--- config.mk ---
export PLATFORM = sky130hd
export DESIGN_NAME = rrsd_core
export DESIGN_NICKNAME = d
export VERILOG_FILES = /design/src/core/rrsd_pkg.sv /design/src/core/rrsd_core.sv
export SDC_FILE = /design/constraint.sdc
export NUM_CORES = 1
export LEC_CHECK = 0
export BUFFER_PORTS_ARGS = -buffer_cell sky130_fd_sc_hd__buf_2
export CAP_MARGIN = 20
export CORE_MARGIN = 3
export CORE_UTILIZATION = 50
export DETAILED_ROUTE_END_ITERATION = 10
export GPL_TIMING_DRIVEN = 1
export PLACE_DENSITY_LB_ADDON = 0.08
export SYNTH_ARGS = -nofsm -noshare
export SYNTH_HDL_FRONTEND = slang
export SYNTH_SLANG_ARGS = --single-unit
--- constraint.sdc ---
create_clock -name clk_in -period 3.4 [get_ports clk_in]
set_clock_uncertainty 0.15 [all_clocks]
set_input_delay 0.51 -clock clk_in [delete_from_list [all_inputs] [get_ports clk_in]]
set_output_delay 0.51 -clock clk_in [all_outputs]
set_load 0.03 [all_outputs]
--- src/core/rrsd_pkg.sv ---
/*
 * rrsd_pkg: constants for the return / rotate / sleep execution block.
 * assumes a 14-bit instruction word and an 8-bit data path.
 */
package rrsd_pkg;

    localparam int RRSD_IW = 14;
    localparam int RRSD_DW = 8;
    localparam int RRSD_FW = 7;
    localparam int RRSD_PCW = 13;

    // opcode fields
    localparam int RRSD_OPC_HI = 13;
    localparam int RRSD_OPC_LO = 8;
    localparam int RRSD_DEST_BIT = 7;
    localparam logic [5:0] RRSD_OPC_RRF = 6'h0C;
    localparam logic [5:0] RRSD_OPC_RLF = 6'h0D;
    localparam logic [13:0] RRSD_OPC_RETURN = 14'h0008;
    localparam logic [13:0] RRSD_OPC_SLEEP = 14'h0063;

    // reset values
    localparam logic [7:0] RRSD_W_RST = 8'h00;
    localparam logic [12:0] RRSD_PC_RST = 13'h0000;
    localparam logic RRSD_CARRY_RST = 1'b0;
    localparam logic RRSD_TO_N_RST = 1'b1;
    localparam logic RRSD_PD_N_RST = 1'b1;

    // instruction cycle counts
    localparam int RRSD_RETURN_CYCLES = 2;
    localparam int RRSD_ROTATE_CYCLES = 1;

    typedef enum logic [2:0] {
        RRSD_ST_RUN = 3'b001,
        RRSD_ST_FLUSH = 3'b010,
        RRSD_ST_SLEEP = 3'b100
    } rrsd_state_t;

endpackage : rrsd_pkg

--- src/core/rrsd_core.sv ---
/*
 * rrsd_core: executes return, rotate-through-carry and sleep instructions.
 * assumes one instruction word per cycle with instr_valid_in, a file
 * register read port that answers combinationally, and a wake input
 * from the surrounding sleep logic.
 */
`timescale 1ns/1ps
//////////////////////////////////////////////////////////////////////////////
// Functional notes
// RULE1: return pops stack top into PC, two cycles
// RULE2: rotate right: carry into bit7, bit0 out
// RULE3: rotate left: carry into bit0, bit7 out
// RULE4: dest 0 writes W, 1 writes file
// RULE5: rotate left opcode 00 1101 d fffffff
// RULE6: seven-bit file address, one-bit destination
// RULE7: rotates take one word, one cycle
// RULE8: rotates change only carry flag
// RULE9: sleep clears watchdog, sets time-out, clears power-down
// RULE10: sleep stops main oscillator
// RULE11: rotate right opcode 00 1100 d fffffff
// RULE12: fixed opcodes for return and sleep
//////////////////////////////////////////////////////////////////////////////
module rrsd_core
    import rrsd_pkg::*;
#(
    parameter int PC_W = RRSD_PCW
) (
    input wire logic clk_in,
    input wire logic rst_b_in,
    input wire logic instr_valid_in,
    input wire logic [RRSD_IW-1:0] instr_in,
    input wire logic [RRSD_DW-1:0] file_rdata_in,
    input wire logic [PC_W-1:0] stack_top_entry_in,
    input wire logic wake_in,
    output logic [RRSD_FW-1:0] file_addr_out,
    output logic [RRSD_DW-1:0] file_wdata_out,
    output logic file_we_out,
    output logic [RRSD_DW-1:0] w_reg_out,
    output logic carry_out,
    output logic [PC_W-1:0] pc_out,
    output logic pc_load_out,
    output logic stack_pop_out,
    output logic watchdog_counter_clr_out,
    output logic time_out_flag_n_out,
    output logic power_down_flag_n_out,
    output logic osc_run_out,
    output logic busy_out
);

    //////////////////////////////////////////////////////////////////////////
    // decode

    // shared compare of the six-bit rotate opcode field
    function automatic logic is_rotate(input logic [RRSD_IW-1:0] ins, input logic [5:0] opc);
        is_rotate = (ins[RRSD_OPC_HI:RRSD_OPC_LO] == opc);
    endfunction : is_rotate

    // whole-word compare for the opcodes that carry no operand
    function automatic logic is_fixed(
        input logic [RRSD_IW-1:0] ins,
        input logic [RRSD_IW-1:0] opc
    );
        is_fixed = (ins == opc);
    endfunction : is_fixed

    // the run state is the only one that takes instructions
    function automatic logic is_run(input rrsd_state_t s);
        is_run = (s == RRSD_ST_RUN);
    endfunction : is_run

    // wide enough for the return's cycle count
    localparam int RET_CNT_W = 2;

    rrsd_state_t state_q;
    rrsd_state_t state_d;
    logic [RRSD_DW-1:0] w_q;
    logic [RRSD_DW-1:0] w_d;
    logic carry_q;
    logic carry_d;
    logic [PC_W-1:0] pc_d;
    logic to_n_d;
    logic pd_n_d;
    logic [RET_CNT_W-1:0] flush_cnt_q;
    logic flush_done;

    logic accept;
    logic dec_rrf;
    logic dec_rlf;
    logic dec_rot;
    logic dec_ret;
    logic dec_slp;
    logic dest_file;
    logic [RRSD_FW-1:0] faddr;

    logic [RRSD_DW-1:0] rot_right;
    logic [RRSD_DW-1:0] rot_left;
    logic [RRSD_DW-1:0] rot_res;
    logic rot_carry;

    // refused words are dropped, nothing queues behind a busy core
    assign accept = instr_valid_in && is_run(state_q);
    assign dec_rrf = accept && is_rotate(instr_in, RRSD_OPC_RRF); // RULE11
    assign dec_rlf = accept && is_rotate(instr_in, RRSD_OPC_RLF); // RULE5
    assign dec_rot = dec_rrf || dec_rlf;
    assign dec_ret = accept && is_fixed(instr_in, RRSD_OPC_RETURN); // RULE12
    assign dec_slp = accept && is_fixed(instr_in, RRSD_OPC_SLEEP); // RULE12
    assign dest_file = instr_in[RRSD_DEST_BIT]; // RULE6
    assign faddr = instr_in[RRSD_FW-1:0]; // RULE6

    //////////////////////////////////////////////////////////////////////////
    // rotate datapath, combinational off the file read port

    // one lane per bit: each takes its neighbour, the end lanes take carry
    for (genvar i = 0; i < RRSD_DW; i++) begin : g_lane
        if (i == RRSD_DW - 1) begin : g_right_end
            assign rot_right[i] = carry_q; // RULE2
        end else begin : g_right_mid
            assign rot_right[i] = file_rdata_in[i+1]; // RULE2
        end
        if (i == 0) begin : g_left_end
            assign rot_left[i] = carry_q; // RULE3
        end else begin : g_left_mid
            assign rot_left[i] = file_rdata_in[i-1]; // RULE3
        end
    end

    always_comb begin
        rot_res = file_rdata_in;
        rot_carry = carry_q;
        if (dec_rrf) begin
            rot_res = rot_right; // RULE2
            rot_carry = file_rdata_in[0]; // RULE2
        end else if (dec_rlf) begin
            rot_res = rot_left; // RULE3
            rot_carry = file_rdata_in[RRSD_DW-1]; // RULE3
        end
    end

    // read address is combinational so the rotate finishes in its own cycle
    always_comb begin
        file_addr_out = faddr;
    end

    //////////////////////////////////////////////////////////////////////////
    // state: return spends a second cycle flushing, sleep holds until wake

    always_comb begin
        state_d = state_q;
        case (state_q)
            RRSD_ST_RUN: begin
                if (dec_ret) begin
                    state_d = RRSD_ST_FLUSH; // RULE1
                end else if (dec_slp) begin
                    state_d = RRSD_ST_SLEEP; // RULE10
                end
            end
            RRSD_ST_FLUSH: begin
                if (flush_done) begin
                    state_d = RRSD_ST_RUN; // RULE1
                end
            end
            RRSD_ST_SLEEP: begin
                if (wake_in) begin
                    state_d = RRSD_ST_RUN;
                end
            end
            default: begin
                state_d = RRSD_ST_RUN;
            end
        endcase
    end

    always_ff @(posedge clk_in) begin
        if (!rst_b_in) begin
            state_q <= RRSD_ST_RUN;
        end else begin
            state_q <= state_d;
        end
    end

    // counts the cycles the return still owes after its accepting edge
    assign flush_done = (flush_cnt_q < RET_CNT_W'(2));

    always_ff @(posedge clk_in) begin
        if (!rst_b_in) begin
            flush_cnt_q <= '0;
        end else if (dec_ret) begin
            flush_cnt_q <= RET_CNT_W'(RRSD_RETURN_CYCLES - 1); // RULE1
        end else if (flush_cnt_q != '0) begin
            flush_cnt_q <= flush_cnt_q - 1'b1;
        end
    end

    //////////////////////////////////////////////////////////////////////////
    // next values of the held registers; each holds unless its instruction is taken

    always_comb begin
        w_d = w_q;
        carry_d = carry_q;
        if (dec_rot) begin
            carry_d = rot_carry; // RULE8
            if (!dest_file) begin
                w_d = rot_res; // RULE4
            end
        end
    end

    // the loaded pc stands until the next return
    always_comb begin
        pc_d = pc_out;
        if (dec_ret) begin
            pc_d = stack_top_entry_in; // RULE1
        end
    end

    // flags only move on sleep here
    always_comb begin
        to_n_d = time_out_flag_n_out;
        pd_n_d = power_down_flag_n_out;
        if (dec_slp) begin
            to_n_d = 1'b1; // RULE9
            pd_n_d = 1'b0; // RULE9
        end
    end

    //////////////////////////////////////////////////////////////////////////
    // status outputs follow the next state so they line up with it

    always_ff @(posedge clk_in) begin
        if (!rst_b_in) begin
            busy_out <= 1'b0;
        end else begin
            busy_out <= !is_run(state_d);
        end
    end

    // the oscillator stays stopped for the whole sleep state
    always_ff @(posedge clk_in) begin
        if (!rst_b_in) begin
            osc_run_out <= 1'b1;
        end else begin
            osc_run_out <= (state_d != RRSD_ST_SLEEP); // RULE10
        end
    end

    //////////////////////////////////////////////////////////////////////////
    // working register, carry and file write-back

    always_ff @(posedge clk_in) begin
        if (!rst_b_in) begin
            w_q <= RRSD_W_RST;
        end else begin
            w_q <= w_d; // RULE4
        end
    end

    // only carry moves; zero and digit carry live outside this block
    always_ff @(posedge clk_in) begin
        if (!rst_b_in) begin
            carry_q <= RRSD_CARRY_RST;
        end else begin
            carry_q <= carry_d; // RULE8
        end
    end

    // write strobe pulses for one cycle per rotate that targets the file
    always_ff @(posedge clk_in) begin
        if (!rst_b_in) begin
            file_we_out <= 1'b0;
        end else begin
            file_we_out <= dec_rot && dest_file; // RULE4 RULE7
        end
    end

    // data registered beside the strobe so both land in one cycle
    always_ff @(posedge clk_in) begin
        if (!rst_b_in) begin
            file_wdata_out <= '0;
        end else begin
            file_wdata_out <= rot_res;
        end
    end

    assign w_reg_out = w_q;
    assign carry_out = carry_q;

    //////////////////////////////////////////////////////////////////////////
    // return: pc load and stack pop, status untouched

    always_ff @(posedge clk_in) begin
        if (!rst_b_in) begin
            pc_out <= PC_W'(RRSD_PC_RST);
        end else begin
            pc_out <= pc_d; // RULE1
        end
    end

    // pop and load pulse together so the stack and pc stay in step
    always_ff @(posedge clk_in) begin
        if (!rst_b_in) begin
            pc_load_out <= 1'b0;
        end else begin
            pc_load_out <= dec_ret; // RULE1
        end
    end

    always_ff @(posedge clk_in) begin
        if (!rst_b_in) begin
            stack_pop_out <= 1'b0;
        end else begin
            stack_pop_out <= dec_ret; // RULE1
        end
    end

    //////////////////////////////////////////////////////////////////////////
    // sleep: watchdog clear pulse and status flags

    // one-cycle clear covers counter and prescaler alike
    always_ff @(posedge clk_in) begin
        if (!rst_b_in) begin
            watchdog_counter_clr_out <= 1'b0;
        end else begin
            watchdog_counter_clr_out <= dec_slp; // RULE9
        end
    end

    // other setters of these flags live outside this block
    always_ff @(posedge clk_in) begin
        if (!rst_b_in) begin
            time_out_flag_n_out <= RRSD_TO_N_RST;
        end else begin
            time_out_flag_n_out <= to_n_d; // RULE9
        end
    end

    always_ff @(posedge clk_in) begin
        if (!rst_b_in) begin
            power_down_flag_n_out <= RRSD_PD_N_RST;
        end else begin
            power_down_flag_n_out <= pd_n_d; // RULE9
        end
    end

endmodule : rrsd_core

==> results by group, run 1 <==
Run status
  – Outcome: complete, no violations

Clocking
  – Post-CTS sizing: 0
  – Clock-pin slew on the worst setup and hold paths: 0.07 ns
  – CTS Buf Count: 5
  – Hold_buf cts: 0
  – Post-CTS Setup Inserts: 0
  – Max clock buf depth: 2
  – Clk sinks: about 40
  – H-tree levels: 2
  – Skew-Pair Late Insertion Delay: 0.28 ns
  – CTS tree: yes
  – CTS root buf: clkbuf_8

Floorplanning
  – CORE AREA: 3440 um2
  – I/O pin count: 84
  – Std-Cell Rows: 21
  – Die ar.: between 4000 and 5000 um2
  – Die width: around 67 um
  – Initial Util: 53.8%
  – Die Y: between 60 and 70 um

Logic synthesis
  – Syn Inst Count: around 200
  – Synth top area cells: dfxtp_1 (44%), mux2i_1 (12%), nand2_1 (7.5%), mux2_2 (4.9%), buf_4 (3.6%)
  – Seq/Total Area, Yosys: 44.3%
  – Post-synth ARST share: 0%
  – Syn Area/Cell: roughly 9.4 um2
  – Number of flops mapped to enable cells by yosys: 0
  – Post-synthesis cell area: roughly 1900 um2
  – Post-synth top area share: between 40 and 50%
  – Synth area leader: dfxtp_1
  – Cell variety after synth: 36
  – Syn_nets: around 240
  – Prevailing post-synth register cell: dfxtp_1
  – FF+latch count, synth: slightly above 40
  – Syn. warnings: 0

Finish
  – Commonest non-fill, non-tap cells in the layout: buf_2 (82), dfxtp_1 (41), nand2_1 (37)
  – Post-route cell area: about 2300 um2
  – Layout Nets: 308
  – Final Util: roughly 66%
  – Commonest non-fill, non-tap cell in the layout: buf_2
  – Area Overhead vs Synth: 22.6%
  – # diodes: 0
  – Layout cells sized above 1: between 30% and 40%
  – Non-Filler Instances: 315

Placed design
  – Placement Cell Area: approximately 2200 um2
  – Port bufs: 82
  – Pre-CTS WS: ~1 ns
  – Inst Count DP: a little over 300
  – Post-DP HPWL: between 2000 and 3000 um
  – RePlAce Congestion: slightly below 0.8

Timing
  – WHS: between 0.3 and 0.4 ns
  – Post-layout minimum cycle time: 2.09 ns
  – Final Max Tran Viols: 0
  – RSZ-0062 raised after global routing: false
  – Tcrit/Tclk final: 61.4%
  – Least-Margin Pin Slew: a little over 0.7 ns
  – Maximum clock frequency: around 480 MHz
  – Final worst setup slack: between 1 and 1.5 ns
  – Final setup viols: 0
  – Rel. slew slack: roughly half
  – Fin. Hold Viols: 0
  – Setup TNS: 0 ns

Routing
  – Post-route ant nets: 0
  – Drt drc: 0
  – Initial DRC Count: 40
  – Via/cell ratio: ~4.8
  – Wire per inst: roughly 11 um
  – Vias: approximately 1500
  – Final WL: 3570 um
  – DR pass1 iterations: 6

Pwr
  – Lkg Pwr: 0.998 nW
  – Overall Power: roughly 0.97 mW
  – Power Density: ~430 nW/um2
  – Peak VDD IR: just under 0.3 mV

Global routing
  – GRT overflow: 0
  – Vias in the first global route: between 1000 and 1500
  – Initial antenna violation count: 0
  – Pin count of the biggest net entering global routing: 35
  – Global Route Usage Sum: roughly 17%
  – First-pass GRT wire length: 5740 um

Worst setup path
  – Crit-path max FO: 16
  – Crit Path Class: input port to flop
  – Critical path endpoint category: flop
  – Nature of the critical path startpoint: input port
  – Crit path required time: roughly 3.5 ns
  – WP data arrival: 2.14 ns

Flow run
  – Max cap viols: 0

Worst hold path
  – Path category of the worst min-delay check: flop to flop
-- critical path, cell delays in order --
cell     delay (ns)
buf_2          0.11
or4b_4         0.57
nor4_4         0.68
nand3_1        0.16
o21ai_0        0.11
-- flip-flops by register name, summed over array words and instances (netlist names) --
register,cells
busy_out,1
carry_out,1
file_wdata_out,8
file_we_out,1
flush_cnt_q,2
osc_run_out,1
pc_out,13
power_down_flag_n_out,1
stack_pop_out,1
state_q,3
w_reg_out,8
watchdog_counter_clr_out,1
-- path summary, 6_finish.rpt --
path,startpoint,end,slack (ns),cells past startpoint
max,instr_in[9],w_reg_out[4],1.31,5
min reg2reg,pc_out[3],pc_out[3],0.31,2
max reg2reg,state_q[0],w_reg_out[4],1.42,4
min,pc_out[3],pc_out[3],0.31,2
-- cell usage after synthesis (4+ instances only) --
cell type  number
nand2_1        37
nor2_1         15
mux2i_1        22
clkbuf_1        4
o21ai_0        10
inv_1           4
buf_6           5
nand3_1         9
buf_4           9
dfxtp_1        41
mux2_2          8
-- layer usage --
metal	track usage (%)	vias up	share of wire [%]	wire length, um
li1	-	796	-	-
met1	22.0	644	48	1710
met2	25.2	72	41	1450
met3	7.42	2	11	380
met4	5.32	0	0.73	26
met5	0	-	0	0
-- cell families after synthesis --
group	share of synthesized area (%)
simple gates	21.6
flops	44.3
mux	16.8
buf+inv	9.73
compound gates	6.22
fa+ha+maj	0.676
other cells	0.203
xor+xnor	0.473
-- where the power goes --
part	internal [mW]	switching (mW)
clock network	0.183	0.154
registers	0.493	0.00621
logic	0.0578	0.0764
-- final cells by class --
class                           instances  area, um2
Fill cell                             286       1170
Multi-Input combinational cell        132        851
Sequential cell                        41        821
Timing Repair Buffer                   84        425
Clock buffer                            7       96.3
Tap cell                               46       57.6
Inverter                                4       15.0
Clock inverter                          1       5.00
Note: power is estimated with default switching activity, not from simulation.
==> run 2: changes to the inputs <==
--- a/config.mk
+++ b/config.mk
@@ -8,7 +8,7 @@
 export BUFFER_PORTS_ARGS = -buffer_cell sky130_fd_sc_hd__buf_2
 export CAP_MARGIN = 20
 export CORE_MARGIN = 3
-export CORE_UTILIZATION = 50
+export CORE_UTILIZATION = 46
 export DETAILED_ROUTE_END_ITERATION = 10
 export GPL_TIMING_DRIVEN = 1
 export PLACE_DENSITY_LB_ADDON = 0.08
==> constraint.sdc (replaced) <==
create_clock -name clk_in -period 2 [get_ports clk_in]
set_clock_uncertainty 0.15 [all_clocks]
set_input_delay 0.3 -clock clk_in [delete_from_list [all_inputs] [get_ports clk_in]]
set_output_delay 0.3 -clock clk_in [all_outputs]
set_load 0.03 [all_outputs]
==> run 2 against run 1 <==
Utilization fell by 4.3 points. First-iteration DRC count fell by 10%. Register-to-register slack got worse by 1.2 ns. Critical endpoint is now file_wdata_out[0]. Largest cell class unchanged. Largest power group unchanged. Highest routed layer unchanged.
==> results by group, run 2 (synthesis results as in run 1) <==
Clocking
  – Post-CTS sizing: 0
  – Clk sinks: 41
  – Clock-pin slew on the worst setup and hold paths: approximately 0.070 ns
  – H-tree levels: 2
  – CTS Buf Count: 5
  – CTS tree: yes
  – Skew-Pair Late Insertion Delay: about 0.28 ns
  – Hold_buf cts: 0
  – CTS root buf: clkbuf_8
  – Post-CTS Setup Inserts: 0
  – Max clock buf depth: 2

Global routing
  – GRT met3 Usage: roughly 4.9%
  – First-pass GRT wire length: ~6000 um
  – Global Route Usage Sum: ~15%
  – Initial antenna violation count: 0
  – GRT met1 Usage: about a fifth
  – Top Usage Layer GRT: met2
  – Pin count of the biggest net entering global routing: 27
  – GRT overflow: 0
  – Routing usage on met2: 23.7%
  – Vias in the first global route: between 1000 and 1500

Timing
  – Final worst setup slack: roughly 0.26 ns
  – Final Max Tran Viols: 0
  – Post-layout minimum cycle time: 1.74 ns
  – Final setup viols: 0
  – Fin. Hold Viols: 0
  – Maximum clock frequency: 576 MHz
  – RSZ-0062 raised after global routing: false
  – WHS: ~0.11 ns
  – Tcrit/Tclk final: 86.9%
  – Setup TNS: 0 ns

Finish
  – # diodes: 0
  – Top reg by flops: pc_out
  – Layout Nets: ~310
  – Non-Filler Instances: 320
  – Area Overhead vs Synth: 25.6%
  – Commonest non-fill, non-tap cells in the layout: buf_2 (82), dfxtp_1 (41), nand2_1 (37)
  – Layout cells sized above 1: roughly 40%
  – Layout fillers: 332
  – Largest register FFs: 13
  – Post-route cell area: about 2300 um2
  – Final Util: between 60% and 70%
  – Commonest non-fill, non-tap cell in the layout: buf_2

Pwr
  – Lkg Pwr: roughly 1.0 nW
  – Peak VDD IR: roughly 0.56 mV
  – Power Density: roughly 700 nW/um2
  – Overall Power: approximately 1.6 mW

Placed design
  – Port bufs: 82
  – Inst Count DP: around 310
  – RePlAce Congestion: roughly 0.76
  – Post-DP HPWL: 2820 um
  – Pre-CTS WS: between 0.08 and 0.09 ns
  – Placement Cell Area: roughly 2200 um2

Floorplanning
  – Die Y: 69.4 um
  – I/O pin count: 84
  – Initial Util: slightly below 50%
  – CORE AREA: ~3800 um2
  – Die width: 69.4 um
  – Die ar.: 4820 um2
  – Std-Cell Rows: 22

Run status
  – Outcome: complete, no violations

Worst setup path
  – Crit path required time: approximately 2.0 ns
  – Critical path endpoint category: flop
  – Crit-path max FO: 11
  – Worst R2R Setup Slack: between 0.2 and 0.3 ns
  – Nature of the critical path startpoint: flop
  – WP data arrival: about 1.8 ns
  – Crit Path Class: flop to flop

Routing
  – Wire per inst: 11.7 um
  – Post-route ant nets: 0
  – DR pass1 iterations: 4
  – Via/cell ratio: ~4.8
  – Initial DRC Count: 36
  – Drt drc: 0
  – Vias: 1546
  – Final WL: 3750 um

Worst hold path
  – Path category of the worst min-delay check: input port to flop

Flow run
  – Max cap viols: 0
## run 2: changes by cell type in the layout (fill, tap and decap cells not counted), sizes merged
| cell | before | now |
|---|---|---|
| buf | 84 | 88 |
| clkinv | 1 | 0 |
## run 2: path summary, 6_finish.rpt
| kind | cells after the start | end | startpoint |
|---|---|---|---|
| worst min register to register | 2 | pc_out[5] | pc_out[5] |
| worst max register to register | 5 | file_wdata_out[0] | state_q[0] |
| worst max-delay path | 5 | file_wdata_out[0] | state_q[0] |
| worst min-delay path | 3 | pc_out[11] | stack_top_entry_in[11] |
## run 2: final cells by class
cell class | count | area, um2 | share of cell area, %
sequential | 41 | 821 | 35.3
tap | 48 | 60.1 | 2.58
timing repair buffer | 88 | 493 | 21.2
multi-input combinational | 132 | 851 | 36.6
clock buffer | 7 | 86.3 | 3.71
inverter | 4 | 15.0 | 0.646
## run 2: where the power goes
group	leakage, nW	internal [mW]	total, mW	switching, mW
Sequential	0.333	0.839	0.850	0.0110
Clock	0.0443	0.274	0.537	0.263
Combinational	0.639	0.102	0.234	0.132
Total	1.02	1.21	1.62	0.406
## run 2: worst max-delay path: stages (launching register included)
cell,delay [ns]
dfxtp_1,0.40
or3b_4,0.45
nor3_4,0.21
buf_12,0.16
mux2i_1,0.19
nor2_1,0.06
## run 2: layer usage
layer  routed length (um)  part of all wire, %  up-vias
li1                     -                    -      809
met1                 1770                   47      686
met2                 1670                   45       46
met3                  275                  7.3        5
met4                   31                 0.83        0
met5                    0                    0        -
==> run 3: changes to the inputs <==
--- a/config.mk
+++ b/config.mk
@@ -5,6 +5,7 @@
 export SDC_FILE = /design/constraint.sdc
 export NUM_CORES = 1
 export LEC_CHECK = 0
+export ABC_AREA = 1
 export BUFFER_PORTS_ARGS = -buffer_cell sky130_fd_sc_hd__buf_2
 export CAP_MARGIN = 20
 export CORE_MARGIN = 3
==> run 3 against run 2 <==
Clock power is 5.6% higher. Utilization down 0.052 points. Routed wire length rose by 9.5%. Worst setup slack worse by 0.070 ns. Register-to-register slack got worse by 0.07 ns.
==> results by group, run 3 <==
Run status
  – Outcome: complete, no violations

Worst setup path
  – WP data arrival: around 1.9 ns
  – Crit-path max FO: 18
  – Crit Path Class: flop to flop
  – Nature of the critical path startpoint: flop
  – Crit-path max cell delay: approximately 0.32 ns
  – Worst path cell trace: inv_2 -> nand3_4 -> nor2_4 -> nand2_1 -> nand2_2 -> nand2_2 -> inv_2 -> a21oi_1
  – Crit path required time: about 2.0 ns
  – Largest delay contributor family on the critical path: simple AND/OR/NAND/NOR gates
  – Bufs and invs on worst path: 2
  – Critical path endpoint category: flop
  – Slowest cell on crit path: dfxtp_1

Flow run
  – Max cap viols: 0

Floorplanning
  – Die ar.: around 4900 um2
  – Die Y: ~70 um
  – I/O pin count: 84
  – Initial Util: ~49%
  – CORE AREA: between 3000 and 4000 um2
  – Die width: about 70 um
  – Std-Cell Rows: 22

Routing
  – Wire per inst: roughly 11 um
  – Post-route ant nets: 0
  – Top layer reached by signal wires: met4
  – WL met2: 1930 um
  – DR WL met3: 306 um
  – Vias: roughly 1800
  – Drt drc: 0
  – Via/cell ratio: 4.69
  – Final WL: slightly above 4000 um
  – M1 WL: approximately 1800 um
  – Initial DRC Count: ~100
  – DR pass1 iterations: 5

Finish
  – Top reg by flops: pc_out
  – Area of the multi-input gates: between 800 and 900 um2
  – Post-route cell area: ~2300 um2
  – Layout cells sized above 1: a little over a third
  – Commonest non-fill, non-tap cell in the layout: buf_2
  – Seq. cell area: between 800 and 900 um2
  – Layout fillers: between 300 and 400
  – Area Overhead vs Synth: 25.0%
  – Commonest non-fill, non-tap cells in the layout: buf_2 (82), nand2_1 (71), dfxtp_1 (41)
  – # diodes: 0
  – Layout Nets: 373
  – Largest register FFs: 13

Logic synthesis
  – Cell variety after synth: 30
  – Post-synthesis cell area: ~1900 um2
  – Number of flops mapped to enable cells by yosys: 0
  – Syn_nets: 298
  – Top-count cell post-synth: nand2_1
  – Prevailing post-synth register cell: dfxtp_1
  – Syn Area/Cell: approximately 7.3 um2
  – Synth top area cells: dfxtp_1 (44%), nand2_1 (14%), nand3_1 (9.1%), nor2_1 (5.2%), inv_1 (4.0%)
  – Most frequent cells after synthesis: nand2_1 (71), dfxtp_1 (41), nand3_1 (34), nor2_1 (26), inv_1 (20)
  – Syn. warnings: 0
  – Post-synth ARST share: 0%
  – FF+latch count, synth: just over 40
  – Synth area leader: dfxtp_1
  – Syn Inst Count: 258
  – Post-synth top area share: a little over two fifths
  – Seq/Total Area, Yosys: between 40 and 50%

Global routing
  – Initial antenna violation count: 0
  – GRT overflow: 0
  – Pin count of the biggest net entering global routing: 26
  – Vias in the first global route: between 1500 and 2000
  – First-pass GRT wire length: 6980 um
  – Global Route Usage Sum: around 17%

Placed design
  – Placement Cell Area: 2240 um2
  – Port bufs: 82
  – Pre-CTS WS: about 0.15 ns
  – RePlAce Congestion: around 0.8
  – Post-DP HPWL: about 3100 um

Pwr
  – Lkg Pwr: approximately 1.3 nW
  – Logic pwr share: 14.2%
  – NetSw: between 0.4 and 0.5 mW
  – Peak VDD IR: between 0.3 and 0.4 mV
  – Pint: around 1.2 mW
  – Overall Power: ~1.7 mW
  – Sw Ratio: approximately 27%
  – Power Density: about 710 nW/um2
  – Flop pwr share: about half
  – Clock power frac: around a third

Timing
  – Maximum clock frequency: ~550 MHz
  – Final setup viols: 0
  – Final worst setup slack: around 0.19 ns
  – WHS: about 0.043 ns
  – Least-Margin Pin Slew: a little under 0.5 ns
  – Setup TNS: 0 ns
  – Rel. slew slack: about 67%
  – Post-layout minimum cycle time: 1.81 ns
  – Final Max Tran Viols: 0
  – RSZ-0062 raised after global routing: false
  – Fin. Hold Viols: 0
  – Tcrit/Tclk final: between 90% and 100%

Clocking
  – Clk sinks: 41
  – Post-CTS Setup Inserts: 0
  – H-tree levels: 2
  – CTS Buf Count: 5
  – Post-CTS sizing: 0
  – Clock-pin slew on the worst setup and hold paths: ~0.080 ns
  – CTS root buf: clkbuf_8
  – Max clock buf depth: 2
  – Skew-Pair Late Insertion Delay: between 0.2 and 0.3 ns
  – CTS tree: yes
  – Hold_buf cts: 0

Worst hold path
  – Path category of the worst min-delay check: input port to flop
## run 3: power by group through the flow
stage	Clock [mW]	Sequential, mW	Combinational (mW)
floorplan	0	0.894	0.140
detailed placement	0	0.873	0.233
CTS	0.583	0.856	0.239
global placement	0	0.874	0.230
global route	0.613	0.859	0.270
finish	0.567	0.855	0.235
## run 3: logic make-up after synthesis
| family | synth area share, % |
|---|---|
| AND/OR/NAND/NOR | 39.7 |
| buffers and inverters | 11.8 |
| flip-flops | 43.8 |
| AO/OA/AOI/OAI | 3.87 |
| adder cells (fa/ha/maj) | 0.668 |
| other | 0.200 |
## run 3: final cells by class
| cell class | instances | area share (%) |
|---|---|---|
| Multi-Input combinational cell | 174 | 35.5 |
| Sequential cell | 41 | 35.1 |
| Timing Repair Buffer | 85 | 18.5 |
| Inverter | 26 | 4.22 |
| Clock buffer | 6 | 3.53 |
| Tap cell | 48 | 2.57 |
| Clock inverter | 2 | 0.588 |
## run 3: metrics by stage
stage,cells,util (%)
final,382,61.6
after global routing,382,61.6
after CTS,382,61.6
after detailed placement,374,59.1
after global placement,374,59.1
after floorplan,258,-
## run 3: worst paths after layout
check                         from            to  slack, ns  cells after the start
max                     state_q[2]  w_reg_out[6]       0.19                      8
max reg2reg             state_q[2]  w_reg_out[6]       0.19                      8
min          stack_top_entry_in[6]     pc_out[6]       0.04                      3
min reg2reg              pc_out[9]     pc_out[9]       0.32                      2
## run 3: worst reg2reg max path, cell delays in order, from the launching register on
cell and delay, ns:
dfxtp_1 0.32, inv_2 0.08, nand3_4 0.10, nor2_4 0.13
nand2_1 0.30, nand2_2 0.21, nand2_2 0.15, inv_2 0.17
a21oi_1 0.09
## run 3: layer usage
layer	vias up	global-route usage (%)
met5	-	0
met4	0	5.11
met3	5	6.38
met2	54	29.6
met1	778	20.4
li1	953	-
